File: config.mk
export PLATFORM = sky130hd
export DESIGN_NAME = aad_datapath
export DESIGN_NICKNAME = d
export VERILOG_FILES = /design/src/hw/aad_datapath.v
export VERILOG_INCLUDE_DIRS = /design/src /design/src/hw
export SDC_FILE = /design/constraint.sdc
export NUM_CORES = 1
export LEC_CHECK = 0
export ABC_AREA = 0
export BUFFER_PORTS_ARGS = -buffer_cell sky130_fd_sc_hd__buf_2
export CORE_ASPECT_RATIO = 0.6
export CORE_MARGIN = 10
export CORE_UTILIZATION = 40
export DETAILED_ROUTE_END_ITERATION = 12
export GPL_ROUTABILITY_DRIVEN = 0
export PLACE_DENSITY = 0.57
export REMOVE_ABC_BUFFERS = 1
export SKIP_CTS_REPAIR_TIMING = 1
export SLEW_MARGIN = 20
export SYNTH_ARGS = -nofsm -noshare
export SYNTH_HDL_FRONTEND = slang
export SYNTH_SLANG_ARGS = --single-unit
File: constraint.sdc
create_clock -name clock -period 2.8 [get_ports clock]
set_input_delay 0.56 -clock clock [delete_from_list [all_inputs] [get_ports clock]]
set_output_delay 0.56 -clock clock [all_outputs]
set_load 0.01 [all_outputs]
File: src/hw/aad_regs.vh
/*
 * constants for the accumulator alu datapath: widths, file addresses,
 * status bit positions, reset values and quarter-phase codes.
 * assumes inclusion by bare name from the datapath module.
 */
`ifndef AAD_REGS_VH
`define AAD_REGS_VH

`define AAD_INSN_W        12
`define AAD_DATA_W        8
`define AAD_FADDR_W       5
`define AAD_PC_W          12
`define AAD_PC_RESET      12'hFFF
`define AAD_W_RESET       8'h00
`define AAD_STAT_RESET    8'h18
`define AAD_FSR_RESET     8'h00
`define AAD_ADDR_INDF     5'h00
`define AAD_ADDR_PCL      5'h02
`define AAD_ADDR_STATUS   5'h03
`define AAD_ADDR_FSR      5'h04
`define AAD_STAT_C        0
`define AAD_STAT_DIGIT    1
`define AAD_STAT_Z        2
`define AAD_Q1            2'b00
`define AAD_Q2            2'b01
`define AAD_Q3            2'b10
`define AAD_Q4            2'b11
`define AAD_NOP           12'h000

`endif

File: src/hw/aad_datapath.v
/*
 * accumulator alu datapath: 12-bit fetch, two-stage pipeline, 8-bit alu
 * with working accumulator and carry / digit carry / zero flags.
 * assumes a program memory that returns prog_data combinationally for
 * prog_addr, and an external general register file read combinationally
 * by file_addr; writes are single strobes in the fourth quarter-phase.
 */
// What this block does
// - fetch one 12-bit instruction word per cycle on a separate program bus.
// - fetch overlaps execute; instructions take one cycle, except branches, taken skips and pcl writes.
// - 8-bit alu doing add, subtract, shifts and logic operations.
// - arithmetic is two's complement unless the instruction says otherwise.
// - two-operand ops use accumulator plus a file register or literal.
// - single-operand ops act on the accumulator or a file register.
// - 8-bit working accumulator with no data-memory address.
// - alu updates carry, digit carry and zero in status per instruction.
// - in subtraction carry and digit carry act as borrow flags.
// - special registers, program counter low byte included, live in data memory.
// - any file operation may target any file register, directly or through fsr.
// - operand read in the second quarter, destination write in the fourth.
// - a taken branch flushes the prefetched word, costing two cycles.
`timescale 1ns/100ps
`include "aad_regs.vh"

module aad_datapath
#(
    parameter INSN_W = `AAD_INSN_W,
    parameter DATA_W = `AAD_DATA_W
)
(
    input  wire              clock,
    input  wire              rst_n,
    output reg  [11:0]       prog_addr,
    input  wire [INSN_W-1:0] prog_data,
    output reg  [4:0]        file_addr,
    input  wire [DATA_W-1:0] file_rdata,
    output reg  [DATA_W-1:0] file_wdata,
    output reg               file_we,
    output reg  [DATA_W-1:0] accum,
    output reg  [DATA_W-1:0] status,
    output reg  [1:0]        qphase,
    output reg               flushing
);

    // accumulator, status, fsr and pc are internal; status/fsr/pcl are file-mapped
    reg  [11:0]       pc;
    reg  [INSN_W-1:0] ir;
    reg  [DATA_W-1:0] fsr;
    reg  [DATA_W-1:0] operand;
    reg  [DATA_W-1:0] res;
    reg               res_c;
    reg               res_dc;
    reg               upd_c;
    reg               upd_dc;
    reg               upd_z;
    reg               to_file;
    reg               to_w;
    reg               branch;
    reg  [11:0]       target;
    reg               skip;
    reg  [4:0]        eff_addr;
    reg  [DATA_W-1:0] rd_val;

    wire [4:0]        f_field = ir[4:0];
    wire              d_bit   = ir[5];
    wire [7:0]        lit     = ir[7:0];

    // add with carry-in; sub uses a + ~b + 1 so carry set means no borrow
    function [9:0] alu_add;
        input [7:0] a;
        input [7:0] b;
        input       cin;
        reg   [8:0] s;
        reg   [4:0] n;
        begin
            s = {1'b0, a} + {1'b0, b} + {8'h00, cin};
            n = {1'b0, a[3:0]} + {1'b0, b[3:0]} + {4'h0, cin};
            alu_add = {s[8], n[4], s[7:0]};
        end
    endfunction

    // indirect access through fsr when the field names the indirect slot
    always @*
    begin
        eff_addr = (f_field == `AAD_ADDR_INDF) ? fsr[4:0] : f_field;
        if (eff_addr == `AAD_ADDR_STATUS)
            rd_val = status;
        else if (eff_addr == `AAD_ADDR_FSR)
            rd_val = fsr;
        else if (eff_addr == `AAD_ADDR_PCL)
            rd_val = pc[7:0];
        else if (eff_addr == `AAD_ADDR_INDF)
            rd_val = 8'h00;
        else
            rd_val = file_rdata;
    end

    // decode and execute the latched word
    always @*
    begin
        res = 8'h00;
        res_c = status[`AAD_STAT_C];
        res_dc = status[`AAD_STAT_DIGIT];
        upd_c = 1'b0;
        upd_dc = 1'b0;
        upd_z = 1'b0;
        to_file = 1'b0;
        to_w = 1'b0;
        branch = 1'b0;
        target = pc;
        skip = 1'b0;
        if (ir[11:10] == 2'b00)
        begin
            // byte-oriented file ops: result to accumulator or file by d
            to_file = d_bit && (ir[9:6] != 4'h0 || ir[5]);
            to_w = !d_bit && ir[9:6] != 4'h0;
            case (ir[9:6])
                4'h0:
                begin
                    res = accum; // move accumulator to file
                    to_file = d_bit;
                end
                4'h1:
                begin
                    res = 8'h00; // clear
                    upd_z = 1'b1;
                end
                4'h2:
                begin
                    {res_c, res_dc, res} = alu_add(operand, ~accum, 1'b1);
                    upd_c = 1'b1;
                    upd_dc = 1'b1;
                    upd_z = 1'b1;
                end
                4'h3:
                begin
                    res = operand - 8'h01;
                    upd_z = 1'b1;
                end
                4'h4:
                begin
                    res = accum | operand;
                    upd_z = 1'b1;
                end
                4'h5:
                begin
                    res = accum & operand;
                    upd_z = 1'b1;
                end
                4'h6:
                begin
                    res = accum ^ operand;
                    upd_z = 1'b1;
                end
                4'h7:
                begin
                    {res_c, res_dc, res} = alu_add(accum, operand, 1'b0);
                    upd_c = 1'b1;
                    upd_dc = 1'b1;
                    upd_z = 1'b1;
                end
                4'h8:
                begin
                    res = operand;
                    upd_z = 1'b1;
                end
                4'h9:
                begin
                    res = ~operand;
                    upd_z = 1'b1;
                end
                4'hA:
                begin
                    res = operand + 8'h01;
                    upd_z = 1'b1;
                end
                4'hB:
                begin
                    res = operand - 8'h01;
                    skip = (res == 8'h00);
                end
                4'hC:
                begin
                    res = {status[`AAD_STAT_C], operand[7:1]};
                    res_c = operand[0];
                    upd_c = 1'b1;
                end
                4'hD:
                begin
                    res = {operand[6:0], status[`AAD_STAT_C]};
                    res_c = operand[7];
                    upd_c = 1'b1;
                end
                4'hE:
                begin
                    res = {operand[3:0], operand[7:4]};
                end
                default:
                begin
                    res = operand + 8'h01;
                    skip = (res == 8'h00);
                end
            endcase
        end
        else if (ir[11:10] == 2'b01)
        begin
            // bit ops: clear, set, test-and-skip
            to_file = !ir[9];
            res = ir[8] ? (operand | (8'h01 << ir[7:5])) : (operand & ~(8'h01 << ir[7:5]));
            if (ir[9])
                skip = operand[ir[7:5]] ^ ir[8];
        end
        else if (ir[11:10] == 2'b10)
        begin
            branch = 1'b1;
            target = ir[9] ? {3'b000, ir[8:0]} : {4'h0, ir[7:0]};
            if (!ir[9])
            begin
                res = lit; // literal jump also loads accumulator
                to_w = 1'b1;
            end
        end
        else
        begin
            to_w = 1'b1;
            case (ir[9:8])
                2'b00: res = lit;
                2'b01: res = accum | lit;
                2'b10: res = accum & lit;
                default: res = accum ^ lit;
            endcase
            upd_z = (ir[9:8] != 2'b00);
        end
    end

    always @(posedge clock)
    begin
        if (!rst_n)
        begin
            qphase <= `AAD_Q1;
            pc <= `AAD_PC_RESET;
            prog_addr <= `AAD_PC_RESET;
            ir <= `AAD_NOP;
            accum <= `AAD_W_RESET;
            status <= `AAD_STAT_RESET;
            fsr <= `AAD_FSR_RESET;
            operand <= 8'h00;
            file_addr <= 5'h00;
            file_wdata <= 8'h00;
            file_we <= 1'b0;
            flushing <= 1'b0;
        end
        else
        begin
            qphase <= qphase + 2'b01;
            file_we <= 1'b0;
            case (qphase)
                `AAD_Q1:
                begin
                    pc <= pc + 12'h001;
                    file_addr <= eff_addr;
                end
                `AAD_Q2:
                    operand <= rd_val;
                `AAD_Q3:
                begin
                    // assemble write-back so the file strobe lands in the fourth quarter
                    file_wdata <= res;
                    file_we <= to_file && eff_addr != `AAD_ADDR_STATUS
                               && eff_addr != `AAD_ADDR_FSR && eff_addr != `AAD_ADDR_PCL
                               && eff_addr != `AAD_ADDR_INDF && !flushing;
                end
                default:
                begin
                    if (!flushing)
                    begin
                        if (to_w)
                            accum <= res;
                        if (upd_c)
                            status[`AAD_STAT_C] <= res_c;
                        if (upd_dc)
                            status[`AAD_STAT_DIGIT] <= res_dc;
                        if (upd_z)
                            status[`AAD_STAT_Z] <= (res == 8'h00);
                        if (to_file && eff_addr == `AAD_ADDR_STATUS)
                            status <= {res[7:3], status[2:0]};
                        if (to_file && eff_addr == `AAD_ADDR_FSR)
                            fsr <= res;
                    end
                    // branch or skip or pcl write discards the prefetched word
                    if (!flushing && (branch || skip
                        || (to_file && eff_addr == `AAD_ADDR_PCL)))
                    begin
                        flushing <= 1'b1;
                        if (branch)
                        begin
                            pc <= target;
                            prog_addr <= target;
                        end
                        else if (!skip)
                        begin
                            pc <= {pc[11:8], res};
                            prog_addr <= {pc[11:8], res};
                        end
                        else
                            prog_addr <= pc;
                    end
                    else
                    begin
                        flushing <= 1'b0;
                        prog_addr <= pc;
                    end
                    ir <= prog_data;
                end
            endcase
        end
    end

endmodule

; Word level (Yosys, flattened, before mapping)
; Index checks and enable logic that the tools add are counted.
[op_classes]
add_sub_neg = 10
order_cmp = 1
eq_ne = 26
shifts = 1
mux = 47
n_bitwise = 15
reduce_logical = 45
[ops]
columns = operator, n
row1 = $pmux W8 S13, 1
row2 = $mux W8, 10
row3 = $mux W12, 5
row4 = $eq A4 B4 Y1 const B, 7
row5 = $and A8 B8 Y8, 3
row6 = $logic_not A8 Y1, 3
row7 = $not A8 Y8, 3
row8 = $or A8 B8 Y8, 3
row9 = $pmux W12 S2, 1
row10 = $pmux W8 S3, 1
row11 = $mux W1, 23
row12 = $add A8 B8 Y9, 2
row13 = $eq A4 B3 Y1 const B, 4
row14 = $xor A8 B8 Y8, 2
row15 = $reduce_or A14 Y1, 1
row16 = $add A12 B1 Y12 const B, 1
row17 = $reduce_and A6 Y1, 2
row18 = $logic_and A1 B1 Y1, 11
row19 = $add A4 B4 Y5, 2
row20 = $eq A5 B2 Y1 const B, 2
row21 = $logic_not A5 Y1, 2
row22 = $ne A5 B2 Y1 const B, 2
row23 = $reduce_or A10 Y1, 1
row24 = $add A9 B1 Y9 const B, 1
row25 = other kinds (32), 52
[totals]
ff_bits = 85
inputBits = 22
out_inout_bits = 45
elab_cells = 160

; Logic depth before layout (Yosys ltp)
[logic_depth]
word_depth = 11
mapped_depth = 13
depth_no_buf = 11

; Least setup slack after synthesis
; OpenSTA, ideal clock, no wires.
[synth_path]
path_type = register to register
startpoint = register operand[2]
endpoint = register prog_addr[5]
setup_ns = 0.141
t_arrival_ns = 2.911
required_ns = 2.659
slack_ns = -0.252
stages_incl_launch_ff = 14
n_path_buf = 3
synth_period_minus_slack_ns = 3.052
cell_sequence = dfxtp_1 buf_4 clkbuf_1 inv_1 ha_1 clkbuf_1 inv_1 nor4_1 nor3_1 xnor2_1 a221o_1 a21o_1 a222oi_1 a22oi_1
[synth_via]
elab_chain_cells = 10
word_cells_on_any_way = 22
classes_between = add/sub (5) / mux (11) / bitwise (1) / reduce/logical (5)
[synth_lines]
columns = element, line_no
row1 = start: declaration, aad_datapath.v:49  ; reg [DATA_W-1:0] operand;
row2 = start signal: assignment, aad_datapath.v:264  ; operand <= rd_val;
row3 = branches (longest 9 deep; another with $add A8 B8 Y9), --
row4 = $mux W12 *, --
row5 = end signal: assignment, aad_datapath.v:298  ; prog_addr <= target;
row6 = end signal: assignment, aad_datapath.v:303  ; prog_addr <= {pc[11:8], res};
row7 = end signal: assignment, aad_datapath.v:306  ; prog_addr <= pc;
row8 = end: declaration, aad_datapath.v:33  ; output reg [11:0] prog_addr,
; Mark *: on every way between the ends. The select of a mux whose other input is x is not followed.
; A chain may end at the register's enable or synchronous reset.

; Worst setup path in the final report
[layout_path]
startpoint = register operand[0]
endpoint = register pc[2]
[layout_via]
elab_chain_cells = 11
word_cells_on_any_way = 23
classes_between = add/sub (5) / mux (12) / bitwise (1) / reduce/logical (5)
[layout_lines]
columns = element, line_no
row1 = branches (longest 9 deep; another with $add A8 B8 Y9), --
row2 = $mux W12 *, aad_datapath.v:291  ; if (!flushing && (branch || skip
row3 = $pmux W12 S2 *, aad_datapath.v:257  ; case (qphase)
row4 = end signal: assignment, aad_datapath.v:260  ; pc <= pc + 12'h001;
row5 = end signal: assignment, aad_datapath.v:297  ; pc <= target;
row6 = end signal: assignment, aad_datapath.v:302  ; pc <= {pc[11:8], res};
row7 = end: declaration, aad_datapath.v:46  ; reg [11:0] pc;
; Marked as above.

==> results.toml <==
[floorplanning]
rows = 37
die_area_sq_um = 24000
io_pins = 67
die_y_um = 124
coreArea_sq_um = 17400
initial_core_util_pct = 41.4
die_x_um = 193

[power_and_ir_drop]
cellPowerDensity_nw_per_um2 = 407
p_sw_mw = 1.23
p_clk_share_pct = 35.9
p_int_mw = 2.54
p_sw_share_pct = 32.6
p_leak_nw = 3.72
seq_power_share_pct = 36.9
power.total_mw = 3.77
ir_worst_vdd_mv = 0.298
combinationalPowerShare_pct = 27.2

[route]
drtAntennaViolNets = 0
viasPerCell = 6.18
vias = 8209
wl_mm = 30.7
wl_per_cell_um = 23.1
dr.pass1.iters = 8
drtIter0Drc = 1207
drc = 0

[clocking]
clock_latency_ps = 350
cts_max_level = 3
cts_inserted_buffers = 9
cts_sinks = 85
cts_root_buf = "clkbuf_16"
clockBufferDepth = 2
clk_pin_slew_ps = 70
cts_tree = "yes"

[synthesis]
netlist-cell-type-count = 86
synthArstFlopShare_pct = 0
synth_ff_type = "dfxtp_1"
yosysWarnings = 0
synth-seq-cells = 85
synth_edf_count = 0
syn_area_per_cell_sq_um = 7.66
syn_inst = 941
synth_area_sq_um = 7200
yosysTopAreaCellShare_pct = 23.6
synth-seq-area-share_pct = 23.6
yosys-top-cells-area = "dfxtp_1 (24%), ha_1 (8.5%), nor2_1 (5.5%)"
synth_top_cell_by_area = "dfxtp_1"

[finish]
final_util_pct = 53.2
final_nets = 1162
antenna_cells = 0
area_delta_synth_final_pct = 28.6
final_cell_count_no_fill = 1328
stdcell_area_sq_um = 9260
drive_gt1_share_pct = 28.5

[timing]
clock_skew_ps = 10.1
worst_slew_pin_slew_ps = 796
rsz0062_at_grt = "true"
layout_min_cycle_time_ps = 2750
period_share_pct = 98.1
setup_viol = 0
max_freq_mhz = 364
hold_viol = 0
drv_slew = 0
relSlewSlack_pct = 47.0

[place]
postPlaceCellArea_sq_um = 8590
hpwl_mm = 23.6
portBuffers = 66
dp.cells = 1307

[worst_hold_path]
hold_path_class = "input pin to flip-flop"
hold-path-cell-count = 3
hold_start = "prog_data[8]"
hold_path_end = "ir[8]$_SDFFE_PN0N_"

[setup_path]
worstRegToRegCells = 9
reg2reg_setup_slack_ps = 50
required_ps = 3020
r2r_start = "operand[0]$_SDFFE_PN0N_"
worst-setup-path-type = "flip-flop to flip-flop"
path_cells = "buf_4 > ha_1 > nand3_1 > xnor2_2 > nor4_2 > a41o_1 > or4b_4 > a2111oi_2 > o21ai_1"
critPathMaxStageDelay_ps = 600
critPathMaxFanout = 11
cp.arrival_ps = 2970
reg2reg_to = "pc[2]$_SDFFE_PN1N_"
slowest_stage = "or4b_4"
end_kind = "flip-flop"
start_kind = "flip-flop"

[flow_run]
drv_cap = 0

[global_route]
gr-total-overflow = 0
grt_antenna_before_repair = 0
busiest_layer = "met1"
grt_use_met2_pct = 30.7
first_global_vias = 7526
grt_max_degree = 32
use_met3_pct = 10.5
use_met1_pct = 37.4
grt_pass1_wl_mm = 46.7
track_usage_pct = 24.7

[run_status]
status = "completed"
[state kept, by name, indices dropped and copies added, names as in the netlist]
name and flops:
file_we 1, pc 12, file_addr 5, fsr 8, ir 12, operand 8, flushing 1, file_wdata 8
accum 8, status 8, qphase 2, prog_addr 12
[critical path: cells and delay by family (launching register included)]
kind	cells	cell delay [ps]
compound gates	3	810
xor+xnor	1	230
simple gates	3	800
fa+ha+maj	1	190
flops	1	370
buf+inv	1	210
[placed cells by master, fill, tap and decap left out, types with 6 or more instances in the layout]
cell type and n:
o31ai_1 6, dfxtp_1 76, and3_1 8, a22oi_1 20
o21ai_0 51, nor3_1 20, or3_1 7, a21oi_2 6
buf_2 66, ha_1 40, buf_4 141, o211ai_1 28
xnor2_1 13, inv_1 44, nor2_1 106, nand2b_1 20
nor4_1 6, a211oi_1 20, mux2i_1 38, a31oi_1 12
nand2_1 63, clkbuf_16 9, nand3_1 28, a21oi_1 54
inv_2 6, nor2b_1 13, a32oi_1 6, o21ai_1 10
[power groups by stage]
stage	logic, mW	registers [mW]	clock network [mW]
floorplan	0.553	1.42	0
CTS	0.962	1.38	1.37
finish	1.02	1.39	1.35
global placement	0.952	1.41	0
global route	1.11	1.40	1.42
detailed placement	0.953	1.41	0
[kinds of logic (layout without fill, tap and decap cells)]
family	after synthesis	count (layout)	share of synthesized area [%]
AND/OR/NAND/NOR	316	317	22.2
AO/OA/AOI/OAI	293	293	27.7
flip-flops	85	85	23.6
buffers and inverters	130	282	7.82
XOR/XNOR	19	19	2.31
adder cells (fa/ha/maj)	51	51	9.07
multiplexers	47	47	7.31
[layout make-up]
class | count | area [sq um]
flip-flops and latches | 85 | 1720
multi-input cells | 727 | 5220
fillers | 1725 | 8140
well taps | 234 | 293
repair buffers | 213 | 1500
clock inverters | 3 | 67.6
inverters | 53 | 199
clock buffers | 13 | 260
[worst max path at each step]
stage | slack, ps | to | startpoint | cells past startpoint
2_1_floorplan | -740 | prog_addr[6]$_SDFFE_PN1N_ | ir[6]$_SDFFE_PN0N_ | 9
3_3_place_gp | -230 | fsr[7]$_SDFFE_PN0P_ | operand[1]$_SDFFE_PN0N_ | 12
3_5_place_dp | -140 | fsr[7]$_SDFFE_PN0P_ | operand[1]$_SDFFE_PN0N_ | 12
4_1_cts | -170 | fsr[7]$_SDFFE_PN0P_ | operand[1]$_SDFFE_PN0N_ | 12
5_1_grt | -30 | pc[2]$_SDFFE_PN1N_ | operand[0]$_SDFFE_PN0N_ | 9
6_report | 50 | pc[2]$_SDFFE_PN1N_ | operand[0]$_SDFFE_PN0N_ | 9
[routing by layer]
| layer | up-vias | wire length [um] |
|---|---|---|
| met5 | - | 0 |
| met4 | 0 | 362 |
| li1 | 3740 | - |
| met3 | 40 | 4560 |
| met2 | 546 | 11100 |
| met1 | 3883 | 14700 |
[cell usage after synthesis (all sizes together), types with 14 or more instances]
cell type / n
a211oi: 22
ha: 49
xnor2: 15
nand3: 29
a22oi: 21
a21oi: 60
clkbuf: 37
o211ai: 28
o21ai: 62
nor2b: 14
buf: 40
dfxtp: 85
nand2b: 22
mux2i: 38
nor2: 107
inv: 49
nor3: 23
nand2: 63
[metrics by stage]
| step | TNS, ps | hold slack (ps) | setup slack (ps) |
|---|---|---|---|
| 6_report | 0 | 446 | 53.3 |
| 3_3_place_gp | -1310 | 461 | -231 |
| 5_1_grt | -77.5 | 448 | -33.8 |
| 3_5_place_dp | -631 | 472 | -137 |
| 2_1_floorplan | -14320 | 459 | -737 |
| 4_1_cts | -850 | 435 | -167 |
Power figures use the tool's default switching activity.
